==> config.mk <==
export PLATFORM = sky130hd
export DESIGN_NAME = efs_top
export DESIGN_NICKNAME = d
export VERILOG_FILES = /design/src/shared/efs_pkg.sv /design/src/core/efs_top.sv /design/src/core/efs_fifo.sv /design/src/core/efs_pin_drv.sv
export SDC_FILE = /design/constraint.sdc
export NUM_CORES = 1
export LEC_CHECK = 0
export BUFFER_PORTS_ARGS = -buffer_cell sky130_fd_sc_hd__clkbuf_2
export CORE_ASPECT_RATIO = 0.6
export CORE_MARGIN = 2
export CORE_UTILIZATION = 52
export DETAILED_ROUTE_END_ITERATION = 8
export PLACE_DENSITY = 0.74
export SLEW_MARGIN = 20
export SYNTH_ARGS = -nofsm -noshare
export SYNTH_HDL_FRONTEND = slang
export SYNTH_SLANG_ARGS = --single-unit
==> constraint.sdc <==
create_clock -name core_clk -period 2.3 [get_ports core_clk]
set_input_delay 0.115 -clock core_clk [delete_from_list [all_inputs] [get_ports core_clk]]
set_output_delay 0.115 -clock core_clk [all_outputs]
set_load 0.02 [all_outputs]
==> src/shared/efs_pkg.sv <==
// Package: register map, field layout and types for the external FIFO port
package efs_pkg;
  localparam int unsigned REG_AW = 3;
  localparam int unsigned DATA_W = 8;
  // Printed scratch offset
  localparam logic [2:0] SCRATCH_OFS = 3'h7;
  // Control register of our own choosing
  localparam logic [2:0] CTRL_OFS = 3'h6;
  localparam int unsigned CTRL_EXT_EN_BIT = 0;
  localparam logic [7:0] SCRATCH_RST = 8'h00;
  localparam logic [7:0] EXT_BUS_RST = 8'h00;
  localparam logic [7:0] CTRL_RST = 8'h00;
  // Internal UART FIFO depth kept untouched by this path
  localparam int unsigned UART_FIFO_DEPTH = 16;
  localparam int unsigned BUF_DEPTH = 8;
  // Read cycle: strobe phase and release timing in cycles
  localparam int unsigned CLK_NS = 20;
  localparam int unsigned READ_HOLD_NS = 165;
  localparam int unsigned READ_HOLD_CYC = (READ_HOLD_NS + CLK_NS - 1) / CLK_NS;

  typedef struct packed {
    logic [REG_AW-1:0] addr;
    logic [DATA_W-1:0] wdata;
    logic wr;
    logic rd;
  } efs_req_type;

  typedef enum logic [1:0] {
    EFS_IDLE = 2'b00,
    EFS_RELEASE = 2'b01,
    EFS_STROBE = 2'b11,
    EFS_REDRIVE = 2'b10
  } efs_state_type;
endpackage

==> src/core/efs_top.sv <==
// External FIFO scratch port: host register slave and external bus control
//
// Summary of operation
// - External path works beside UART; 16-byte UART FIFOs and serial untouched.
// - With mode on, reads of offset 07H return the external bus byte.
// - With mode on, writes at scratch offset go out to external FIFOs.
// - On a write in mode, drive the written byte after the cycle starts.
// - Keep the written byte driven until next write; release on reads.
// - Read cycle tri-states the lines, then re-drives them after the read.
`timescale 1ns/1ns
module efs_top (
  // Clock and reset
  input wire logic core_clk,
  input wire logic srst,
  // Host register port
  input wire logic [2:0] reg_addr,
  input wire logic [7:0] reg_wdata,
  input wire logic reg_wr,
  input wire logic reg_rd,
  output logic [7:0] reg_rdata,
  // External FIFO data bus
  input wire logic [7:0] ext_fifo_data_bus_i,
  output logic [7:0] ext_fifo_data_bus_o,
  output logic ext_fifo_data_bus_oe,
  // External FIFO strobes
  output logic ext_fifo_wr_stb,
  output logic ext_fifo_rd_stb,
  // Status
  output logic ext_mode_on,
  output logic wbuf_ready
);
  // ==========================================================
  // Decode
  // ==========================================================
  efs_pkg::efs_req_type req;
  efs_pkg::efs_state_type st_q;
  efs_pkg::efs_state_type st_d;
  logic [7:0] ctrl_q;
  logic [7:0] scratch_q;
  logic [7:0] rdata_q;
  logic [3:0] cnt_q;
  logic ext_en;
  logic scr_wr;
  logic scr_rd;
  logic buf_valid;
  logic [7:0] buf_data;
  logic drain;
  logic drv_load;
  logic drv_on;
  logic drv_on_q;
  logic wr_stb_q;
  logic pin_oe;

  function automatic logic hit(input logic [2:0] a, input logic [2:0] ofs);
    hit = (a == ofs);
  endfunction

  assign req.addr = reg_addr;
  assign req.wdata = reg_wdata;
  assign req.wr = reg_wr;
  assign req.rd = reg_rd;

  assign ext_en = ctrl_q[efs_pkg::CTRL_EXT_EN_BIT];
  assign scr_wr = req.wr && hit(req.addr, efs_pkg::SCRATCH_OFS);
  assign scr_rd = req.rd && hit(req.addr, efs_pkg::SCRATCH_OFS);

  // ==========================================================
  // Registers
  // ==========================================================
  always_ff @(posedge core_clk) begin
    if (srst) begin
      ctrl_q <= efs_pkg::CTRL_RST;
    end else if (req.wr && hit(req.addr, efs_pkg::CTRL_OFS)) begin
      ctrl_q <= {7'h00, req.wdata[efs_pkg::CTRL_EXT_EN_BIT]};
    end
  end

  // Plain scratch storage only while the mode is off
  always_ff @(posedge core_clk) begin
    if (srst) begin
      scratch_q <= efs_pkg::SCRATCH_RST;
    end else if (scr_wr && !ext_en) begin
      scratch_q <= req.wdata;
    end
  end

  // Read data one cycle after the strobe, zero when not reading
  always_ff @(posedge core_clk) begin
    if (srst) begin
      rdata_q <= 8'h00;
    end else if (req.rd) begin
      if (hit(req.addr, efs_pkg::SCRATCH_OFS)) begin
        rdata_q <= ext_en ? ext_fifo_data_bus_i : scratch_q;
      end else if (hit(req.addr, efs_pkg::CTRL_OFS)) begin
        rdata_q <= ctrl_q;
      end else begin
        rdata_q <= 8'h00;
      end
    end else begin
      rdata_q <= 8'h00;
    end
  end

  assign reg_rdata = rdata_q;
  assign ext_mode_on = ext_en;

  // ==========================================================
  // Write buffer toward the external FIFOs
  // ==========================================================
  // Drained only when no read owns the bus; host writes into a full buffer are dropped
  assign drain = (st_q == efs_pkg::EFS_IDLE) && !scr_rd;

  efs_fifo #(
    .WIDTH(efs_pkg::DATA_W),
    .DEPTH(efs_pkg::BUF_DEPTH)
  ) u_wbuf (
    .core_clk(core_clk),
    .srst(srst),
    .in_valid(scr_wr && ext_en),
    .in_ready(wbuf_ready),
    .in_data(req.wdata),
    .out_valid(buf_valid),
    .out_ready(drain),
    .out_data(buf_data)
  );

  assign drv_load = buf_valid && drain;

  // ==========================================================
  // Read cycle sequencer
  // ==========================================================
  // Release, sample phase, then re-drive; UART core is not touched
  always_comb begin
    st_d = st_q;
    case (st_q)
      efs_pkg::EFS_IDLE: begin
        if (scr_rd && ext_en) begin
          st_d = efs_pkg::EFS_RELEASE;
        end
      end
      efs_pkg::EFS_RELEASE: begin
        st_d = efs_pkg::EFS_STROBE;
      end
      efs_pkg::EFS_STROBE: begin
        // Fixed strobe; the host pacing is not stretched
        if (cnt_q == 4'(efs_pkg::READ_HOLD_CYC - 1)) begin
          st_d = efs_pkg::EFS_REDRIVE;
        end
      end
      efs_pkg::EFS_REDRIVE: begin
        st_d = efs_pkg::EFS_IDLE;
      end
      default: begin
        st_d = efs_pkg::EFS_IDLE;
      end
    endcase
  end

  always_ff @(posedge core_clk) begin
    if (srst) begin
      st_q <= efs_pkg::EFS_IDLE;
    end else begin
      st_q <= st_d;
    end
  end

  always_ff @(posedge core_clk) begin
    if (srst) begin
      cnt_q <= 4'h0;
    end else if (st_q == efs_pkg::EFS_STROBE) begin
      cnt_q <= cnt_q + 4'h1;
    end else begin
      cnt_q <= 4'h0;
    end
  end

  // Lines are driven once a byte has been written, until the mode is switched off
  always_ff @(posedge core_clk) begin
    if (srst || !ext_en) begin
      drv_on_q <= 1'b0;
    end else if (drv_load) begin
      drv_on_q <= 1'b1;
    end
  end

  // Released during read phases, re-driven afterward
  assign drv_on = ext_en && (drv_on_q || drv_load) && !(scr_rd && ext_en)
                  && (st_d == efs_pkg::EFS_IDLE ||
                      st_d == efs_pkg::EFS_REDRIVE);

  efs_pin_drv u_drv (
    .core_clk(core_clk),
    .srst(srst),
    .load(drv_load),
    .load_data(buf_data),
    .drive(drv_on),
    .pin_o(ext_fifo_data_bus_o),
    .pin_oe(pin_oe)
  );

  // Strobe spans the cycle the byte stands; far side latches at its end.
  // A strobe that meets a read waits for the re-drive, else the far
  // FIFO would latch its own answer instead of the written byte.
  always_ff @(posedge core_clk) begin
    if (srst || !ext_en) begin
      wr_stb_q <= 1'b0;
    end else begin
      wr_stb_q <= drv_load || (wr_stb_q && !ext_fifo_data_bus_oe);
    end
  end

  assign ext_fifo_wr_stb = wr_stb_q && ext_fifo_data_bus_oe;
  assign ext_fifo_rd_stb = ext_en && scr_rd;
  // Lines let go in the read cycle itself so the far side can answer
  assign ext_fifo_data_bus_oe = pin_oe && !ext_fifo_rd_stb;
endmodule

==> src/core/efs_fifo.sv <==
// Parameterised synchronous FIFO with valid/ready on both sides
`timescale 1ns/1ns
module efs_fifo #(
  parameter int unsigned WIDTH = 8,
  parameter int unsigned DEPTH = 8
) (
  // Clock and reset
  input wire logic core_clk,
  input wire logic srst,
  // Fill side
  input wire logic in_valid,
  output logic in_ready,
  input wire logic [WIDTH-1:0] in_data,
  // Drain side
  output logic out_valid,
  input wire logic out_ready,
  output logic [WIDTH-1:0] out_data
);
  localparam int unsigned AW = $clog2(DEPTH);
  logic [WIDTH-1:0] mem_q [DEPTH];
  logic [AW:0] wp_q;
  logic [AW:0] rp_q;
  logic full;
  logic empty;

  assign empty = (wp_q == rp_q);
  assign full = (wp_q[AW] != rp_q[AW]) && (wp_q[AW-1:0] == rp_q[AW-1:0]);
  assign in_ready = !full;
  assign out_valid = !empty;
  assign out_data = mem_q[rp_q[AW-1:0]];

  always_ff @(posedge core_clk) begin
    if (srst) begin
      wp_q <= '0;
    end else if (in_valid && !full) begin
      wp_q <= wp_q + 1'b1;
    end
  end

  always_ff @(posedge core_clk) begin
    if (in_valid && !full) begin
      mem_q[wp_q[AW-1:0]] <= in_data;
    end
  end

  always_ff @(posedge core_clk) begin
    if (srst) begin
      rp_q <= '0;
    end else if (out_ready && !empty) begin
      rp_q <= rp_q + 1'b1;
    end
  end
endmodule

==> src/core/efs_pin_drv.sv <==
// Output register and enable for the external FIFO data lines
`timescale 1ns/1ns
module efs_pin_drv (
  // Clock and reset
  input wire logic core_clk,
  input wire logic srst,
  // Control
  input wire logic load,
  input wire logic [7:0] load_data,
  input wire logic drive,
  // Pins
  output logic [7:0] pin_o,
  output logic pin_oe
);
  logic [7:0] dat_q;
  logic oe_q;

  // Byte persists until the next load
  always_ff @(posedge core_clk) begin
    if (srst) begin
      dat_q <= efs_pkg::EXT_BUS_RST;
    end else if (load) begin
      dat_q <= load_data;
    end
  end

  always_ff @(posedge core_clk) begin
    if (srst) begin
      oe_q <= 1'b0;
    end else begin
      oe_q <= drive;
    end
  end

  assign pin_o = dat_q;
  assign pin_oe = oe_q;
endmodule

==> results by group <==
Critical path
  • Critical Path AT: 2.02 ns
  • CP Capture Type: flip-flop
  • Kind of critical path: reg2reg
  • Setup crit start kind: flip-flop
  • CP max FO: 8
  • Worst EP required: 2.36 ns

Floorplan
  • Die W: 121 um
  • Cell row count: 25
  • Die ar.: 8990 sq um
  • Core Area: roughly 8000 sq um
  • Initial Util: 54.0%
  • Die H: 74.2 um
  • Ports: 44

Synthesis
  • Largest area contributor in the netlist: edfxtp_1
  • Synth top area share: 44.9%
  • Mapped cell area: 4280 sq um
  • Async S/R FF share, synth: 0%
  • Synth Warn #: 0
  • Synth top area cells: edfxtp_1 (45%), dfxtp_1 (20%), mux4_2 (8.4%)
  • Synth unique cells: slightly below 50
  • Net Count, Synth: 311
  • Most common flop cell mapped by yosys: edfxtp_1
  • Sequential share of the synthesized area: 64.6%
  • Most frequent cell after synthesis: edfxtp_1
  • Post-Syn Instances: 284
  • Syn Area/Cell: between 15 and 20 sq um
  • EDFF count, synth: 64
  • Commonest cells post-synth: edfxtp_1 (64), dfxtp_1 (42), mux2i_1 (25), nor2_1 (25), mux4_2 (16)
  • Seq cells post-synth: roughly 110

Power and ir drop
  • Pwr Density: around 780 nW/um^2
  • Peak VDD IR: 0.663 mV
  • Total power draw: between 3 and 4 mW
  • Pleak: 1.77 nW

Layout
  • Post-route cell area: 5000 sq um
  • ANT cells: 0
  • # fillers: 576
  • Area delta synth->final: 16.9%
  • Layout cell share with drive strength beyond 1: 29.3%
  • Area taken by multi-input logic gates: about 1400 sq um
  • Nets@finish: 370
  • FF/Latch Area: 2760 sq um

Clock network
  • CTS buffer count: 9
  • Root Buffer Master: clkbuf_16
  • Htree depth: 3
  • Clk slew on worst S/H paths: 0.06 ns
  • CTS Sinks: 106
  • Worst skew pair latency: 0.35 ns
  • CTS tree: yes
  • Deepest clock path buffer count: 2

Route
  • Antenna Nets Post-Route: 0
  • Drt first pass iters: 4
  • DR WL/cell: 18.7 um
  • Initial drt markers: 188
  • Vias: 2536
  • Drt total wl: roughly 8500 um
  • Drt drc: 0
  • Via/cell ratio: 5.56

Timing
  • Post-route worst setup slack: 0.342 ns
  • Final Max Slew Viols: 0
  • Setup tns final: 0 ns
  • Fin crit period: 1.96 ns
  • Clk_skew: 0.00552 ns
  • Unrepaired setup endpoints after global routing: no
  • Final Hold Vio Count: 0
  • Period utilisation layout: 85.1%
  • Maximum operating frequency: slightly above 500 MHz
  • Worst slew pin tran: 0.751 ns
  • Final setup violation count: 0
  • Worst slew margin: 49.8%

Placement
  • Number of I/O port buffers: 43
  • Global placer's final weighted congestion: 0.783
  • Detailed placement HPWL: 5940 um
  • Setup WS pre-CTS: 0.369 ns
  • Placed cell area: between 4000 and 5000 sq um

Global routing
  • Antenna violations before repair: 0
  • GRT Overall Usage: around a fifth
  • Vias in the first global route: 2455
  • First-pass GRT wire length: 13400 um
  • Overflow after GRT: 0
  • Largest net degree at the start of global routing: 21

Run status
  • Status: finished clean

Worst hold path
  • Worst min path class: in2reg

Flow run
  • Max cap viols: 0
-- flip-flops by register name, indices dropped and copies added (netlist names) --
name	flops
u_wbuf.mem_q	64
reg_rdata	8
scratch_q	8
u_drv.pin_o	8
cnt_q	4
u_wbuf.rp_q	4
u_wbuf.wp_q	4
st_q	2
ctrl_q	1
drv_on_q	1
u_drv.pin_oe	1
wr_stb_q	1
-- repair_timing --
item	in CTS	in global routing
hold endpoints to repair	5	0
gates resized for setup	0	0
setup buffers	0	0
hold buffers	5	0
-- through the flow --
stage | instances | util [%] | hold WS, ns
2_1_floorplan | 284 | - | 0.206
3_3_place_gp | 435 | 58.9 | 0.351
3_5_place_dp | 435 | 58.9 | 0.356
4_1_cts | 456 | 63.1 | 0.00647
5_1_grt | 456 | 63.1 | 0.0370
6_report | 456 | 63.1 | 0.0273
-- cells by family after synthesis --
family	share of synthesized area [%]
adders and majority gates	1.17
buffers and inverters	2.28
muxes	14.8
and+or+nand+nor	10.7
AOI/OAI and AO/OA	4.83
DFF	64.6
xor gates and xnor gates	1.61
-- cell usage in the layout (no fill, tap or decap), types with 3 or more instances in the layout --
master,netlist,layout
a211oi_1,8,8
ha_1,4,4
nor4b_2,3,3
buf_4,2,14
mux4_2,16,16
nand3_1,6,6
inv_1,4,4
nand4_1,4,4
a21oi_1,13,13
edfxtp_1,64,64
o21ai_0,3,3
clkbuf_2,1,43
and3_1,3,3
o21a_1,3,3
mux2i_1,25,25
dfxtp_1,42,42
nor2_1,25,25
nor2b_1,5,5
xnor2_1,4,4
clkbuf_16,0,9
dlygate4sd3_1,0,5
nand2_1,6,6
-- path summary, 6_finish.rpt --
check / slack (ns) / endpoint / start / depth (start not counted)
max: 0.34 / u_wbuf.mem_q[4][3] / u_wbuf.rp_q[2] / 5
max reg2reg: 0.34 / u_wbuf.mem_q[4][3] / u_wbuf.rp_q[2] / 5
min reg2reg: 0.47 / cnt_q[0] / cnt_q[0] / 1
min: 0.03 / reg_rdata[6] / ext_fifo_data_bus_i[6] / 3
-- layout make-up --
class / count / area share [%]
inverter: 5 / 0.376
timing repair buffer: 62 / 7.41
sequential: 106 / 55.3
clock buffer: 11 / 4.66
clock inverter: 5 / 1.10
multi-input combinational: 159 / 28.5
tap: 108 / 2.70
-- critical path, stage by stage (launching register included) --
cell and delay [ns]:
dfxtp_1 0.41, xnor2_1 0.14, and4_4 0.22, or3_4 0.42, nor4b_2 0.27, buf_4 0.21
-- metal layers --
| layer | part of all wire, % | track usage [%] | wire length, um |
|---|---|---|---|
| met5 | 0 | 0 | 0 |
| met4 | 1.0 | 6.20 | 85 |
| met2 | 42 | 30.3 | 3570 |
| met1 | 50 | 30.7 | 4280 |
| met3 | 6.8 | 7.67 | 575 |
-- power breakdown --
group          switching, mW  leakage, nW  internal (mW)
sequential            0.0171        0.914           2.04
clock                  0.648        0.136          0.840
combinational          0.201        0.721          0.143
total                  0.866         1.77           3.02
No activity file was read; power rests on OpenSTA's default activity.
